===== config.mk =====
export PLATFORM = sky130hd
export DESIGN_NAME = pcrc_ctrl
export DESIGN_NICKNAME = d
export VERILOG_FILES = /design/src/pcrc_pkg.sv /design/src/pcrc_ctl_if.sv /design/src/pcrc_ctrl.sv /design/src/pcrc_timer.sv /design/src/pcrc_apb_regs.sv
export SDC_FILE = /design/constraint.sdc
export NUM_CORES = 1
export LEC_CHECK = 0
export BUFFER_PORTS_ARGS = -buffer_cell sky130_fd_sc_hd__buf_2
export CAP_MARGIN = 10
export CORE_ASPECT_RATIO = 1.4
export CORE_MARGIN = 2
export CORE_UTILIZATION = 24
export DETAILED_ROUTE_END_ITERATION = 16
export SYNTH_ARGS = -nofsm -noshare
export SYNTH_HDL_FRONTEND = slang
export SYNTH_HIERARCHICAL = 1
export SYNTH_SLANG_ARGS = --single-unit

===== constraint.sdc =====
create_clock -name i_ref_clk -period 3.7 [get_ports i_ref_clk]
set_clock_uncertainty 0.2 [all_clocks]
set_input_delay 0.74 -clock i_ref_clk [delete_from_list [all_inputs] [get_ports i_ref_clk]]
set_output_delay 0.74 -clock i_ref_clk [all_outputs]
set_load 0.1 [all_outputs]

===== src/pcrc_pkg.sv =====
// Constants, register map and command codes of the memory configuration controller.
// Assumes a 20 MHz reference clock and an APB slave with 8-bit byte addresses.
package pcrc_pkg;

    // Timing figures, in ns as printed, and derived cycle counts.
    localparam int CLK_NS = 50;
    localparam int STROBE_NS = 70;
    localparam int ZZ_LOW_NS = 10000;
    localparam int INIT_NS = 150000;
    localparam int STROBE_CYC = (STROBE_NS + CLK_NS - 1) / CLK_NS;
    // The pin must stay low for longer than the figure, hence one more cycle.
    localparam int SLEEP_CYC = ZZ_LOW_NS / CLK_NS + 1;
    localparam int INIT_CYC = (INIT_NS + CLK_NS - 1) / CLK_NS;
    localparam int TIMER_W = 12;

    // Memory side.
    localparam int AW = 19;
    localparam int DW = 16;
    localparam logic [AW-1:0] SW_ADDR = 19'h7_FFFF;
    localparam logic [DW-1:0] SW_SELECT_DATA = 16'h0000;

    // Configuration word layout.
    localparam logic [AW-1:0] CFG_RESET = 19'h0_0070;
    localparam logic [AW-1:0] CFG_KEEP_MASK = 19'h0_00F7;
    localparam int PAGE_BIT = 7;
    localparam int TEMP_LSB = 5;
    localparam int SLEEP_BIT = 4;
    localparam int COVER_LSB = 0;
    localparam logic [2:0] COVER_NONE = 3'h4;
    localparam logic [1:0] TEMP_85 = 2'h3;
    localparam logic [1:0] TEMP_70 = 2'h0;
    localparam logic [1:0] TEMP_45 = 2'h1;
    localparam logic [1:0] TEMP_15 = 2'h2;

    // Register offsets (byte addresses).
    localparam logic [7:0] OFS_CTRL = 8'h00;
    localparam logic [7:0] OFS_CFG = 8'h04;
    localparam logic [7:0] OFS_ADDR = 8'h08;
    localparam logic [7:0] OFS_WDATA = 8'h0C;
    localparam logic [7:0] OFS_FLOOR = 8'h10;
    localparam logic [7:0] OFS_STATUS = 8'h14;
    localparam logic [7:0] OFS_SHADOW = 8'h18;
    localparam logic [7:0] OFS_RDATA = 8'h1C;

    // Status register bit positions.
    localparam int ST_BUSY = 0;
    localparam int ST_ASLEEP = 1;
    localparam int ST_INIT = 2;
    localparam int ST_LOCKED = 3;
    localparam int ST_PAGE = 4;
    localparam int ST_COVER_NONE = 5;
    localparam int ST_ERR = 8;
    localparam int ST_LOST = 9;

    // Command codes written to the control register.
    localparam logic [3:0] CMD_PIN_LOAD = 4'h1;
    localparam logic [3:0] CMD_SW_WRITE = 4'h2;
    localparam logic [3:0] CMD_SW_READ = 4'h3;
    localparam logic [3:0] CMD_MEM_WRITE = 4'h4;
    localparam logic [3:0] CMD_MEM_READ = 4'h5;
    localparam logic [3:0] CMD_SLEEP = 4'h6;
    localparam logic [3:0] CMD_WAKE = 4'h7;

    // Orders temperature codes by the ceiling they stand for.
    function automatic logic [1:0] temp_rank(input logic [1:0] code);
        return (code == TEMP_85) ? 2'h3 : (code == TEMP_70) ? 2'h2 :
               (code == TEMP_45) ? 2'h1 : 2'h0;
    endfunction

endpackage


===== src/pcrc_ctl_if.sv =====
// Orders and status passed between the register block and the pin sequencer.
// Assumes both ends run on the same clock.
`timescale 1ns/100ps
`default_nettype none
interface pcrc_ctl_if;
    logic cmd_valid;
    logic [3:0] cmd_code;
    logic [18:0] cfg;
    logic [18:0] addr;
    logic [15:0] wdata;
    logic [1:0] temp_floor;
    logic busy;
    logic asleep;
    logic init_wait;
    logic zz_locked;
    logic ev_reject;
    logic ev_data_lost;
    logic [18:0] shadow;
    logic [15:0] rdata;

    modport regs (
        output cmd_valid, cmd_code, cfg, addr, wdata, temp_floor,
        input busy, asleep, init_wait, zz_locked, ev_reject, ev_data_lost, shadow, rdata
    );
    modport core (
        input cmd_valid, cmd_code, cfg, addr, wdata, temp_floor,
        output busy, asleep, init_wait, zz_locked, ev_reject, ev_data_lost, shadow, rdata
    );
endinterface
`default_nettype wire


===== src/pcrc_ctrl.sv =====
// Controller that loads and reads the configuration word of an asynchronous
// pseudo-static memory and steers its low-power modes through the sleep pin.
// Assumes the memory pins are sampled on i_ref_clk and the bus is APB.
//
// Contract
// - Reserved configuration bits 18..8 and 3 are always written as zero.
// - Change deep sleep only by pin-initiated load, never by software sequence.
// - After deep sleep ends, no normal access for 150 us.
// - Temperature code must be at or above the case temperature.
// - Low-power mode needs the pin low longer than 10 us; high leaves it.
// - Write after the pin falls latches address lines into the word.
// - Software sequence uses address 7FFFFh for all four operations.
`timescale 1ns/100ps
`default_nettype none
module pcrc_ctrl
    import pcrc_pkg::*;
(
    // Clock and reset.
    input wire logic i_ref_clk,
    input wire logic i_srst,
    // APB slave.
    input wire logic i_psel,
    input wire logic i_penable,
    input wire logic i_pwrite,
    input wire logic [7:0] i_paddr,
    input wire logic [31:0] i_pwdata,
    output logic [31:0] o_prdata,
    output logic o_pready,
    output logic o_pslverr,
    // Memory control pins, all active low.
    output logic o_sleep_control_pin_n,
    output logic o_ce_n,
    output logic o_we_n,
    output logic o_oe_n,
    output logic [1:0] o_byte_n,
    // Memory address and data.
    output logic [AW-1:0] o_addr,
    input wire logic [DW-1:0] i_dq,
    output logic [DW-1:0] o_dq,
    output logic o_dq_oe
);
    typedef enum logic [2:0] {
        SQ_PIN, SQ_SW_WR, SQ_SW_RD, SQ_MEM_WR, SQ_MEM_RD
    } pcrc_seq_t;

    typedef enum logic [2:0] {
        S_IDLE, S_ZZ_PRE, S_SETUP, S_STROBE, S_HOLD, S_ZZ_POST, S_SLEEP, S_INIT
    } pcrc_state_t;

    localparam logic [TIMER_W-1:0] T_STROBE = TIMER_W'(STROBE_CYC - 1);
    localparam logic [TIMER_W-1:0] T_SLEEP = TIMER_W'(SLEEP_CYC - 1);
    // The pin rises one cycle after the state change, so the wait runs one longer.
    localparam logic [TIMER_W-1:0] T_INIT = TIMER_W'(INIT_CYC);
    localparam logic [1:0] STEP_SELECT = 2'h2;
    localparam logic [1:0] STEP_LAST_SW = 2'h3;

    pcrc_ctl_if ctl ();

    pcrc_apb_regs u_regs (
        .i_ref_clk(i_ref_clk),
        .i_srst(i_srst),
        .i_psel(i_psel),
        .i_penable(i_penable),
        .i_pwrite(i_pwrite),
        .i_paddr(i_paddr),
        .i_pwdata(i_pwdata),
        .o_prdata(o_prdata),
        .o_pready(o_pready),
        .o_pslverr(o_pslverr),
        .ctl(ctl.regs)
    );

    // Which steps of a sequence drive the data bus.
    function automatic logic step_writes(input pcrc_seq_t sq, input logic [1:0] st);
        unique case (sq)
            SQ_PIN, SQ_MEM_WR: return 1'b1;
            SQ_MEM_RD: return 1'b0;
            SQ_SW_WR: return st >= STEP_SELECT;
            SQ_SW_RD: return st == STEP_SELECT;
        endcase
    endfunction

    function automatic logic is_sw(input pcrc_seq_t sq);
        return (sq == SQ_SW_WR) || (sq == SQ_SW_RD);
    endfunction

    pcrc_state_t state_reg, state_next;
    pcrc_seq_t seq_reg, seq_next;
    logic [1:0] step_reg, step_next;
    logic [AW-1:0] op_cfg_reg;
    logic [AW-1:0] op_addr_reg;
    logic [DW-1:0] op_wdata_reg;
    logic [AW-1:0] shadow_reg;
    logic [DW-1:0] rdata_reg;
    logic zz_locked_reg;
    logic asleep_reg;
    logic deep_reg;
    logic ev_reject_reg;
    logic ev_lost_reg;
    logic t_load;
    logic [TIMER_W-1:0] t_count;
    logic t_done;

    pcrc_timer u_timer (
        .i_ref_clk(i_ref_clk),
        .i_srst(i_srst),
        .i_load(t_load),
        .i_count(t_count),
        .o_done(t_done)
    );

    // Command decode.
    wire idle = state_reg == S_IDLE;
    wire c_pin = ctl.cmd_valid & (ctl.cmd_code == CMD_PIN_LOAD);
    wire c_sw_wr = ctl.cmd_valid & (ctl.cmd_code == CMD_SW_WRITE);
    wire c_sw_rd = ctl.cmd_valid & (ctl.cmd_code == CMD_SW_READ);
    wire c_mem_wr = ctl.cmd_valid & (ctl.cmd_code == CMD_MEM_WRITE);
    wire c_mem_rd = ctl.cmd_valid & (ctl.cmd_code == CMD_MEM_READ);
    wire c_sleep = ctl.cmd_valid & (ctl.cmd_code == CMD_SLEEP);
    wire c_wake = ctl.cmd_valid & (ctl.cmd_code == CMD_WAKE);

    // Reserved bits are forced low before any load.
    wire [AW-1:0] cfg_clean = ctl.cfg & CFG_KEEP_MASK;
    wire temp_too_low = temp_rank(cfg_clean[TEMP_LSB +: 2]) < temp_rank(ctl.temp_floor);
    // The software sequence must neither enter nor leave deep sleep selection.
    wire sw_keeps_par = cfg_clean[SLEEP_BIT] & shadow_reg[SLEEP_BIT];
    // Once locked, a low pin would not start partial refresh, so sleep is refused.
    wire sleep_usable = ~(zz_locked_reg & shadow_reg[SLEEP_BIT]);

    wire go_pin = idle & c_pin & ~temp_too_low;
    wire go_sw_wr = idle & c_sw_wr & ~temp_too_low & sw_keeps_par;
    wire go_sw_rd = idle & c_sw_rd;
    wire go_mem_wr = idle & c_mem_wr;
    wire go_mem_rd = idle & c_mem_rd;
    wire go_sleep = idle & c_sleep & sleep_usable;
    wire go_wake = (state_reg == S_SLEEP) & c_wake;
    wire go_any = go_pin | go_sw_wr | go_sw_rd | go_mem_wr | go_mem_rd | go_sleep | go_wake;
    wire start_seq = go_pin | go_sw_wr | go_sw_rd | go_mem_wr | go_mem_rd;

    // Step bookkeeping.
    wire cur_wr = step_writes(seq_reg, step_reg);
    wire last_step = is_sw(seq_reg) ? (step_reg == STEP_LAST_SW) : 1'b1;
    wire finish = (state_reg == S_HOLD) & last_step;
    wire active = (state_reg == S_SETUP) | (state_reg == S_STROBE) | (state_reg == S_HOLD);

    // Address and data presented in each step.
    wire [AW-1:0] cur_addr = (seq_reg == SQ_PIN) ? op_cfg_reg :
                             is_sw(seq_reg) ? SW_ADDR : op_addr_reg;
    wire [DW-1:0] cur_data = !is_sw(seq_reg) ? op_wdata_reg :
                             (step_reg == STEP_SELECT) ? SW_SELECT_DATA :
                             op_cfg_reg[DW-1:0];

    // Pin values for the next cycle; the pins themselves are flops.
    wire zz_low = (state_reg == S_ZZ_PRE) | (active & (seq_reg == SQ_PIN)) |
                  (state_reg == S_SLEEP);
    wire strobe = state_reg == S_STROBE;

    assign seq_next = go_pin ? SQ_PIN : go_sw_wr ? SQ_SW_WR : go_sw_rd ? SQ_SW_RD :
                      go_mem_wr ? SQ_MEM_WR : go_mem_rd ? SQ_MEM_RD : seq_reg;

    always_comb begin
        state_next = state_reg;
        step_next = step_reg;
        t_load = 1'b0;
        t_count = T_STROBE;
        unique case (state_reg)
            S_IDLE: begin
                step_next = 2'h0;
                if (go_pin) begin
                    state_next = S_ZZ_PRE;
                end else if (start_seq) begin
                    state_next = S_SETUP;
                end else if (go_sleep) begin
                    state_next = S_SLEEP;
                    t_load = 1'b1;
                    t_count = T_SLEEP;
                end
            end
            S_ZZ_PRE: begin
                state_next = S_SETUP;
            end
            S_SETUP: begin
                state_next = S_STROBE;
                t_load = 1'b1;
                t_count = T_STROBE;
            end
            S_STROBE: begin
                if (t_done) state_next = S_HOLD;
            end
            S_HOLD: begin
                if (!last_step) begin
                    state_next = S_SETUP;
                    step_next = step_reg + 2'h1;
                end else if (seq_reg == SQ_PIN) begin
                    state_next = S_ZZ_POST;
                end else begin
                    state_next = S_IDLE;
                end
            end
            S_ZZ_POST: begin
                state_next = S_IDLE;
            end
            S_SLEEP: begin
                if (go_wake) begin
                    if (deep_reg) begin
                        state_next = S_INIT;
                        t_load = 1'b1;
                        t_count = T_INIT;
                    end else begin
                        state_next = S_IDLE;
                    end
                end
            end
            S_INIT: begin
                if (t_done) state_next = S_IDLE;
            end
        endcase
    end

    always_ff @(posedge i_ref_clk) begin
        if (i_srst) begin
            state_reg <= S_IDLE;
            seq_reg <= SQ_PIN;
            step_reg <= 2'h0;
        end else begin
            state_reg <= state_next;
            seq_reg <= seq_next;
            step_reg <= step_next;
        end
    end

    // Operands are frozen at the start so a register write cannot tear a sequence.
    always_ff @(posedge i_ref_clk) begin
        if (i_srst) begin
            op_cfg_reg <= CFG_RESET;
            op_addr_reg <= 19'h0_0000;
            op_wdata_reg <= 16'h0000;
        end else if (start_seq) begin
            op_cfg_reg <= cfg_clean;
            op_addr_reg <= ctl.addr;
            op_wdata_reg <= ctl.wdata;
        end
    end

    // Copy of the device word; it changes when the loading write completes.
    always_ff @(posedge i_ref_clk) begin
        if (i_srst) begin
            shadow_reg <= CFG_RESET;
            zz_locked_reg <= 1'b0;
        end else if (finish & (seq_reg == SQ_PIN)) begin
            shadow_reg <= op_cfg_reg;
        end else if (finish & (seq_reg == SQ_SW_WR)) begin
            shadow_reg <= {shadow_reg[AW-1:DW], op_cfg_reg[DW-1:0]};
            zz_locked_reg <= 1'b1;
        end
    end

    // Read data is sampled after the enable has been low for the full strobe.
    always_ff @(posedge i_ref_clk) begin
        if (i_srst) begin
            rdata_reg <= 16'h0000;
        end else if (finish & ~cur_wr) begin
            rdata_reg <= i_dq;
        end
    end

    // Sleep tracking and events.
    always_ff @(posedge i_ref_clk) begin
        if (i_srst) begin
            asleep_reg <= 1'b0;
            deep_reg <= 1'b0;
            ev_reject_reg <= 1'b0;
            ev_lost_reg <= 1'b0;
        end else begin
            if (go_sleep) deep_reg <= ~shadow_reg[SLEEP_BIT];
            asleep_reg <= (state_reg == S_SLEEP) & t_done & ~go_wake;
            ev_lost_reg <= (state_reg == S_SLEEP) & t_done & ~asleep_reg & deep_reg;
            ev_reject_reg <= ctl.cmd_valid & ~go_any;
        end
    end

    // Pin flops.
    always_ff @(posedge i_ref_clk) begin
        if (i_srst) begin
            o_sleep_control_pin_n <= 1'b1;
            o_ce_n <= 1'b1;
            o_we_n <= 1'b1;
            o_oe_n <= 1'b1;
            o_byte_n <= 2'h3;
            o_addr <= 19'h0_0000;
            o_dq <= 16'h0000;
            o_dq_oe <= 1'b0;
        end else begin
            o_sleep_control_pin_n <= ~zz_low;
            o_ce_n <= ~strobe;
            o_we_n <= ~(strobe & cur_wr);
            o_oe_n <= ~(strobe & ~cur_wr);
            o_byte_n <= {2{~active}};
            o_addr <= active ? cur_addr : o_addr;
            o_dq <= active ? cur_data : o_dq;
            o_dq_oe <= active & cur_wr;
        end
    end

    assign ctl.busy = ~idle;
    assign ctl.asleep = asleep_reg;
    assign ctl.init_wait = state_reg == S_INIT;
    assign ctl.zz_locked = zz_locked_reg;
    assign ctl.ev_reject = ev_reject_reg;
    assign ctl.ev_data_lost = ev_lost_reg;
    assign ctl.shadow = shadow_reg;
    assign ctl.rdata = rdata_reg;
endmodule
`default_nettype wire


===== src/pcrc_timer.sv =====
// Down counter used for strobe widths, sleep entry and wake-up waits.
// Assumes the loader gives the wanted count minus one for a run of that many cycles.
`timescale 1ns/100ps
`default_nettype none
module pcrc_timer
    import pcrc_pkg::*;
(
    // Clock and reset.
    input wire logic i_ref_clk,
    input wire logic i_srst,
    // Load and status.
    input wire logic i_load,
    input wire logic [TIMER_W-1:0] i_count,
    output logic o_done
);
    logic [TIMER_W-1:0] cnt_reg;
    logic [TIMER_W-1:0] cnt_next;

    assign o_done = (cnt_reg == '0);
    assign cnt_next = i_load ? i_count : (o_done ? cnt_reg : cnt_reg - 1'b1);

    always_ff @(posedge i_ref_clk) begin
        if (i_srst) begin
            cnt_reg <= '0;
        end else begin
            cnt_reg <= cnt_next;
        end
    end
endmodule
`default_nettype wire


===== src/pcrc_apb_regs.sv =====
// APB slave holding the controller's own order and status registers.
// Assumes a zero-wait slave is acceptable; read data is prepared in the setup cycle.
`timescale 1ns/100ps
`default_nettype none
module pcrc_apb_regs
    import pcrc_pkg::*;
(
    // Clock and reset.
    input wire logic i_ref_clk,
    input wire logic i_srst,
    // APB slave.
    input wire logic i_psel,
    input wire logic i_penable,
    input wire logic i_pwrite,
    input wire logic [7:0] i_paddr,
    input wire logic [31:0] i_pwdata,
    output logic [31:0] o_prdata,
    output logic o_pready,
    output logic o_pslverr,
    // Orders to and status from the sequencer.
    pcrc_ctl_if.regs ctl
);
    logic cmd_valid_reg;
    logic [3:0] cmd_code_reg;
    logic [18:0] cfg_reg;
    logic [18:0] addr_reg;
    logic [15:0] wdata_reg;
    logic [1:0] floor_reg;
    logic err_reg;
    logic lost_reg;
    logic [31:0] prdata_reg;

    function automatic logic hit(input logic [7:0] a, input logic [7:0] ofs);
        return a == ofs;
    endfunction

    wire acc = i_psel & i_penable;
    wire wr = acc & i_pwrite;
    wire mapped = hit(i_paddr, OFS_CTRL) | hit(i_paddr, OFS_CFG) | hit(i_paddr, OFS_ADDR) |
                  hit(i_paddr, OFS_WDATA) | hit(i_paddr, OFS_FLOOR) |
                  hit(i_paddr, OFS_STATUS) | hit(i_paddr, OFS_SHADOW) |
                  hit(i_paddr, OFS_RDATA);
    wire clr_err = wr & hit(i_paddr, OFS_STATUS) & i_pwdata[ST_ERR];
    wire clr_lost = wr & hit(i_paddr, OFS_STATUS) & i_pwdata[ST_LOST];

    wire [31:0] status = {22'h00_0000, lost_reg, err_reg, 2'h0,
                          ctl.shadow[COVER_LSB +: 3] == COVER_NONE,
                          ctl.shadow[PAGE_BIT], ctl.zz_locked, ctl.init_wait,
                          ctl.asleep, ctl.busy};
    wire [31:0] rd_mux = hit(i_paddr, OFS_CFG) ? {13'h0000, cfg_reg} :
                         hit(i_paddr, OFS_ADDR) ? {13'h0000, addr_reg} :
                         hit(i_paddr, OFS_WDATA) ? {16'h0000, wdata_reg} :
                         hit(i_paddr, OFS_FLOOR) ? {30'h0000_0000, floor_reg} :
                         hit(i_paddr, OFS_STATUS) ? status :
                         hit(i_paddr, OFS_SHADOW) ? {13'h0000, ctl.shadow} :
                         hit(i_paddr, OFS_RDATA) ? {16'h0000, ctl.rdata} : 32'h0000_0000;

    assign o_pready = 1'b1;
    assign o_pslverr = acc & ~mapped;
    assign o_prdata = prdata_reg;
    assign ctl.cmd_valid = cmd_valid_reg;
    assign ctl.cmd_code = cmd_code_reg;
    assign ctl.cfg = cfg_reg;
    assign ctl.addr = addr_reg;
    assign ctl.wdata = wdata_reg;
    assign ctl.temp_floor = floor_reg;

    always_ff @(posedge i_ref_clk) begin
        if (i_srst) begin
            cmd_valid_reg <= 1'b0;
            cmd_code_reg <= 4'h0;
            cfg_reg <= CFG_RESET;
            addr_reg <= 19'h0_0000;
            wdata_reg <= 16'h0000;
            floor_reg <= TEMP_85;
            err_reg <= 1'b0;
            lost_reg <= 1'b0;
            prdata_reg <= 32'h0000_0000;
        end else begin
            cmd_valid_reg <= wr & hit(i_paddr, OFS_CTRL);
            cmd_code_reg <= i_pwdata[3:0];
            if (wr & hit(i_paddr, OFS_CFG)) cfg_reg <= i_pwdata[18:0];
            if (wr & hit(i_paddr, OFS_ADDR)) addr_reg <= i_pwdata[18:0];
            if (wr & hit(i_paddr, OFS_WDATA)) wdata_reg <= i_pwdata[15:0];
            if (wr & hit(i_paddr, OFS_FLOOR)) floor_reg <= i_pwdata[1:0];
            // A new event wins over a clear in the same cycle.
            err_reg <= (err_reg & ~clr_err) | ctl.ev_reject;
            lost_reg <= (lost_reg & ~clr_lost) | ctl.ev_data_lost;
            if (i_psel & ~i_penable) prdata_reg <= rd_mux;
        end
    end
endmodule
`default_nettype wire


Word-level counts from Yosys, hierarchy flattened --
Index checks and enable logic that the tools add are counted.
Storage, ports and cells: flip-flop bits (word level) 238, bits of input ports 61, logic and storage cells 229
Operators by class: add/sub/neg operators 2, order comparisons 2, equal/unequal tests 38, mux-type cells 51, bitwise logic cells 84, reductions and logical operators 18
Operators by type and width (number):
- 32-bit 2-to-1 mux | 6
- 19-bit 2-to-1 mux | 3
- 12-bit 2-to-1 mux | 4
- 16-bit 2-to-1 mux | 3
- 1-bit AND | 47
- 8-bit by 5-bit equality test with 1-bit output (second input constant) | 4
- 8-bit 2-to-1 mux | 4
- 3-bit 2-to-1 mux | 9
- 12-bit one-hot mux with 2 select lines | 1
- 3-bit one-hot mux with 8 select lines | 1
- 1-bit OR | 19
- 3-bit equality test (second input constant) | 6
- 1-bit inverter | 18
- 4-bit by 3-bit equality test with 1-bit output (second input constant) | 4
- 8-bit by 4-bit equality test with 1-bit output (second input constant) | 2
- 2-bit 2-to-1 mux | 8
- 3-bit by 2-bit equality test with 1-bit output (second input constant) | 4
- 12-bit logical NOT | 1
- 12-bit by 1-bit subtractor with 12-bit output (second input constant) | 1
- 1-bit 2-to-1 mux | 9
- 2-bit equality test (second input constant) | 4
- 4-bit by 2-bit equality test with 1-bit output (second input constant) | 2
- 8-bit by 3-bit equality test with 1-bit output (second input constant) | 1
- 8-bit logical NOT | 1
- 23 further kinds | 33

Depth between registers and ports, before layout --
depth in word-level cells 16, mapped depth 11, depth with buffers taken out 9

By module --
The synthesis kept the hierarchy.
Modules (own cells, without submodules):
- pcrc_ctrl | instances 1, cells an instance 557, area an instance 4803.4 um^2, seq. area each 2382.3 um^2
- pcrc_apb_regs | instances 1, cells an instance 477, area an instance 3898.7 um^2, seq. area each 1641.6 um^2
- pcrc_timer | instances 1, cells an instance 85, area an instance 733.2 um^2, seq. area each 240.2 um^2

Least setup slack after synthesis --
OpenSTA, ideal clock, no wires.
path type input port to output port, start point in i_paddr[0], end point out o_pslverr, arrival time 2.570 ns, path slack 0.190 ns, stages on the path 3, buffers on the path 1, cell sequence clkbuf_1 nor2_1 a21oi_1
On the way: longest elaborated chain between the ends 10, elaborated cells on any way between the ends 17, classes of those cells 7 x eq/ne; 9 x bitwise; 1 x reduce/logical
RTL lines:
- start: declaration | RTL line pcrc_ctrl.sv:25 | input wire logic [7:0] i_paddr,
- 8-bit by 3-bit equality test with 1-bit output / 8-bit logical NOT (equally long branches) | RTL line pcrc_apb_regs.sv:34 | return a == ofs;
- 1-bit OR (3 in series) | RTL line pcrc_apb_regs.sv:39 | wire mapped = hit(i_paddr, OFS_CTRL) | hit(i_paddr, OFS_CFG) | hit(i_paddr, OFS_ADDR) |
- 1-bit OR (2 in series) | RTL line pcrc_apb_regs.sv:40 | hit(i_paddr, OFS_WDATA) | hit(i_paddr, OFS_FLOOR) |
- 1-bit OR | RTL line pcrc_apb_regs.sv:41 | hit(i_paddr, OFS_STATUS) | hit(i_paddr, OFS_SHADOW) |
- 1-bit OR (*) | RTL line pcrc_apb_regs.sv:41
- 1-bit inverter (*) | RTL line pcrc_apb_regs.sv:59 | assign o_pslverr = acc & ~mapped;
- 1-bit AND (*) | RTL line pcrc_apb_regs.sv:59
- end: declaration | RTL line pcrc_ctrl.sv:29 | output logic o_pslverr,
Every way passes the cells marked *; elsewhere a longest branch is shown, timed or not.

Worst setup path in the final report --
start point reg u_regs.cfg_reg[6], in the netlist u_regs/ctl.cfg[6], end point reg state_reg[1]
On the way: longest elaborated chain between the ends 15, elaborated cells on any way between the ends 20, classes of those cells 1 x order compare; 3 x eq/ne; 6 x mux; 8 x bitwise; 2 x reduce/logical
RTL lines:
- start: declaration | RTL line pcrc_apb_regs.sv:25 | logic [18:0] cfg_reg;
- start signal: assignment | RTL line pcrc_apb_regs.sv:82 | if (wr & hit(i_paddr, OFS_CFG)) cfg_reg <= i_pwdata[18:0];
- 2-bit by 1-bit equality test with 1-bit output | RTL line pcrc_pkg.sv:67 | (code == TEMP_45) ? 2'h1 : 2'h0;
- 1-bit 2-to-1 mux | RTL line pcrc_pkg.sv:67
- 2-bit 2-to-1 mux | RTL line pcrc_pkg.sv:66 | return (code == TEMP_85) ? 2'h3 : (code == TEMP_70) ? 2'h2 :
- 2-bit 2-to-1 mux (*) | RTL line pcrc_pkg.sv:66
- 2-bit < comparator (*) | RTL line pcrc_ctrl.sv:124 | wire temp_too_low = temp_rank(cfg_clean[TEMP_LSB +: 2]) < temp_rank(ctl.temp_floor);
- 1-bit inverter (*) | RTL line pcrc_ctrl.sv:130, pcrc_ctrl.sv:131
- 1-bit AND (2 in series) | RTL line pcrc_ctrl.sv:131 | wire go_sw_wr = idle & c_sw_wr & ~temp_too_low & sw_keeps_par;
- 1-bit OR (4 in series) | RTL line pcrc_ctrl.sv:138 | wire start_seq = go_pin | go_sw_wr | go_sw_rd | go_mem_wr | go_mem_rd;
- 3-bit 2-to-1 mux | RTL line pcrc_ctrl.sv:171 | end else if (start_seq) begin
- 3-bit 2-to-1 mux | RTL line pcrc_ctrl.sv:169 | if (go_pin) begin
- 3-bit one-hot mux with 8 select lines | RTL line pcrc_ctrl.sv:166 | unique case (state_reg)
- end signal: assignment | RTL line pcrc_ctrl.sv:226 | state_reg <= state_next;
- end: declaration | RTL line pcrc_ctrl.sv:87 | pcrc_state_t state_reg, state_next;
Marks and branches as above. A chain may end at the register's enable or synchronous reset.

==> impl_metrics.json <==
{
  "initial_core_util_pct": 24.4,
  "vdd_ir_drop_max_mv": 0.238,
  "io_buffers": 109,
  "route.detailed.drc": 0,
  "min_period_over_period_pct": 78.1,
  "gp_congestion": 0.842,
  "clock-root-buffer": "clkbuf_16",
  "core-area_um2": 38600,
  "num_antenna_cells": 0,
  "period_needed_ps": 2890,
  "fmax_mhz": 346,
  "status": "finished clean",
  "synth-seq-area-share_pct": 45.2,
  "worstHoldPathCells": 2,
  "ys_seq_elements": 213,
  "drt-wirelength-per-cell_um": 16.8,
  "die_w_um": 172,
  "grt_overflow_total": 0,
  "async_reset_ff_share_pct": 0,
  "maxSlewHeadroom_pct": 43.8,
  "ys_warn_count": 6,
  "cts.sinks": 213,
  "hp-class": "reg -> reg",
  "vias_per_cell": 4.77,
  "fin_tns_setup_ps": 0,
  "track_usage_pct": 14.3,
  "die_area_um2": 40900,
  "cellPowerDensity_nw_per_um2": 562,
  "setup_violations": 0,
  "cts.clk_slew.worst_paths_ps": 60,
  "clock_latency_ps": 530,
  "synth_area_um2": 9440,
  "synth_cells": 1119,
  "tightest_slew_ps": 843,
  "cap_viol_max_count": 0,
  "worstSetupPathDepth": 8,
  "yosysUniqueCellTypes": 82,
  "slew_viol_final": 0,
  "power_mw": 6.28,
  "synth-main-ff-cell": "dfxtp_1",
  "rsz0062_at_grt": "false",
  "antenna_left": 0,
  "max_stage_delay_ps": 450,
  "power.leakage_nw": 4.07,
  "htreeDepth": 1,
  "endpoint_kind": "flop",
  "dpl.hpwl_um": 21800,
  "crit_required_ps": 3910,
  "path_max_fanout": 5,
  "post_cts_buffers": 0,
  "critPathLaunchType": "flop",
  "die_y_um": 239,
  "crit_buf_inv": 1,
  "hold_buffers": 0,
  "cts_made_buffers": 22,
  "r2r_cells": 8,
  "grt_max_degree": 84,
  "synth_edf_count": 0,
  "cts_resized": 0,
  "crit_arrival_ps": 3100,
  "path_common_cell": "ha_1",
  "final_layout_size_suffix_gt1_share_pct": 17.0,
  "wirelength_um": 29500,
  "first_pass_iters": 6,
  "vias": 8374,
  "tritoncts": "done",
  "crit_chain": "inv_1, ha_1, ha_1, or3_1, o221ai_1, nor3_1, a221o_1, a311oi_1",
  "drt_first_iter_violations": 690,
  "clock_path_buffers": 3,
  "cp_slowest_cell": "o221ai_1",
  "timing_hold_violations_final": 0,
  "floorplan.rows": 85,
  "grt_pass1_vias": 8040,
  "antenna_found_initial": 2,
  "crit_type": "reg -> reg",
  "nNetsFinal": 1287,
  "path_delay_family": "compound AO/OA/AOI/OAI gates",
  "grt_pass1_wl_um": 45800,
  "synth_area_per_cell_um2": 8.43,
  "areaGrowthSynthToFinish_pct": 18.5,
  "io_pins": 137
}
==> Yosys cell counts, types with 3 or more instances <==
cell type	number	area, µm²
a221oi_1	9	78.8
a21oi_1	132	661
nor3_2	3	30.0
xnor2_1	4	35.0
o211ai_1	15	113
buf_6	6	67.6
and4_1	3	26.3
conb_1	3	11.3
o221a_1	6	67.6
nor3_1	11	55.1
buf_4	17	128
nand2b_1	8	50.1
nand4_1	5	31.3
clkbuf_8	5	68.8
o22ai_1	4	25.0
dfxtp_1	213	4260
a211oi_1	12	90.1
or2b_2	3	26.3
ha_1	9	113
clkbuf_1	44	165
o32ai_1	3	26.3
mux2i_1	40	400
o21ai_0	24	120
buf_2	15	75.1
nand3_1	17	85.1
inv_1	24	90.1
nor2b_1	10	62.6
and3_1	4	25.0
a211o_1	3	26.3
o21ai_1	5	25.0
a32oi_1	7	61.3
nor4_1	9	56.3
a21o_1	3	22.5
or4_1	5	37.5
or3_1	10	62.6
o221ai_1	9	78.8
nor3b_1	5	37.5
nand2_1	249	935
a21boi_0	3	22.5
nor4b_1	4	35.0
a22oi_1	23	173
nor2_1	81	304
==> metrics by stage <==
stage | hold slack [ps] | cell area (µm²) | util (%) | worst slack (ps) | cells
2_1_floorplan | 194 | 9530 | - | 190 | 1145
3_5_place_dp | 234 | 10500 | 27.1 | 623 | 1715
6_report | 248 | 11200 | 29.0 | 811 | 1754
3_3_place_gp | 231 | 10500 | 27.1 | 657 | 1715
5_1_grt | 259 | 11200 | 29.0 | 666 | 1754
4_1_cts | 240 | 11200 | 29.0 | 815 | 1754
==> worst register-to-register path: stages, from the launching register on <==
cell and delay, ps:
dfxtp_1 400, inv_1 80, ha_1 320, ha_1 220, or3_1 310, o221ai_1 450
nor3_1 210, a221o_1 310, a311oi_1 270
==> final timing paths <==
kind                                       start                   endpoint  slack (ps)
hold reg to reg          o_addr[12]$_SDFFE_PP0N_    o_addr[12]$_SDFFE_PP0N_         250
setup reg to reg  u_regs/ctl.cfg[6]$_SDFFE_PP1P_  state_reg[1]$_SDFFE_PP0P_         810
hold / removal           o_addr[12]$_SDFFE_PP0N_    o_addr[12]$_SDFFE_PP0N_         250
setup / recovery  u_regs/ctl.cfg[6]$_SDFFE_PP1P_  state_reg[1]$_SDFFE_PP0P_         810
==> layout by cell type (no fill, tap or decap), types with 5 or more instances in the layout <==
cell       count
nand2_1      249
dfxtp_1      213
a21oi_1      132
buf_2        108
nor2_1        81
mux2i_1       40
conb_1        29
buf_4         28
o21ai_0       24
inv_1         24
a22oi_1       23
clkbuf_16     22
nand3_1       17
o211ai_1      15
a211oi_1      12
nor3_1        11
or3_1         10
nor4_1         9
nor2b_1        9
o221ai_1       9
a221oi_1       9
ha_1           9
nand2b_1       8
clkbuf_8       7
a32oi_1        7
o221a_1        6
nor3b_1        5
o21ai_1        5
nand4_1        5
or4_1          5
==> where the power goes <==
part	internal (mW)	switching, mW
registers	2.42	0.139
logic	0.414	1.08
clock network	1.31	0.924
total	4.14	2.14
==> per-layer routing <==
layer | vias to the layer above | wire length (µm) | GRT usage [%]
li1 | 4085 | - | -
met1 | 3931 | 12100 | 17.3
met2 | 293 | 14200 | 24.3
met3 | 61 | 1990 | 2.73
met4 | 4 | 1160 | 6.21
met5 | - | 24 | 0
==> layout make-up <==
cell class,instances,area (µm²)
multi-input combinational,816,4650
fill,4106,27400
tap,522,653
sequential,213,4260
clock inverter,6,70.1
clock buffer,33,662
inverter,26,97.6
timing repair buffer,138,782
==> cell families (layout without fill, tap and decap cells) <==
| logic type | after synthesis | after routing | synth area share (%) |
|---|---|---|---|
| adders and majority gates | 9 | 9 | 1.19 |
| xor gates and xnor gates | 5 | 5 | 0.464 |
| and+or+nand+nor | 451 | 451 | 22.3 |
| muxes | 43 | 43 | 4.84 |
| other | 3 | 29 | 0.119 |
| buffers and inverters | 116 | 203 | 6.66 |
| AOI/OAI and AO/OA | 279 | 279 | 19.3 |
| DFF | 213 | 213 | 45.2 |
Note: power is estimated with default switching activity, not from simulation.
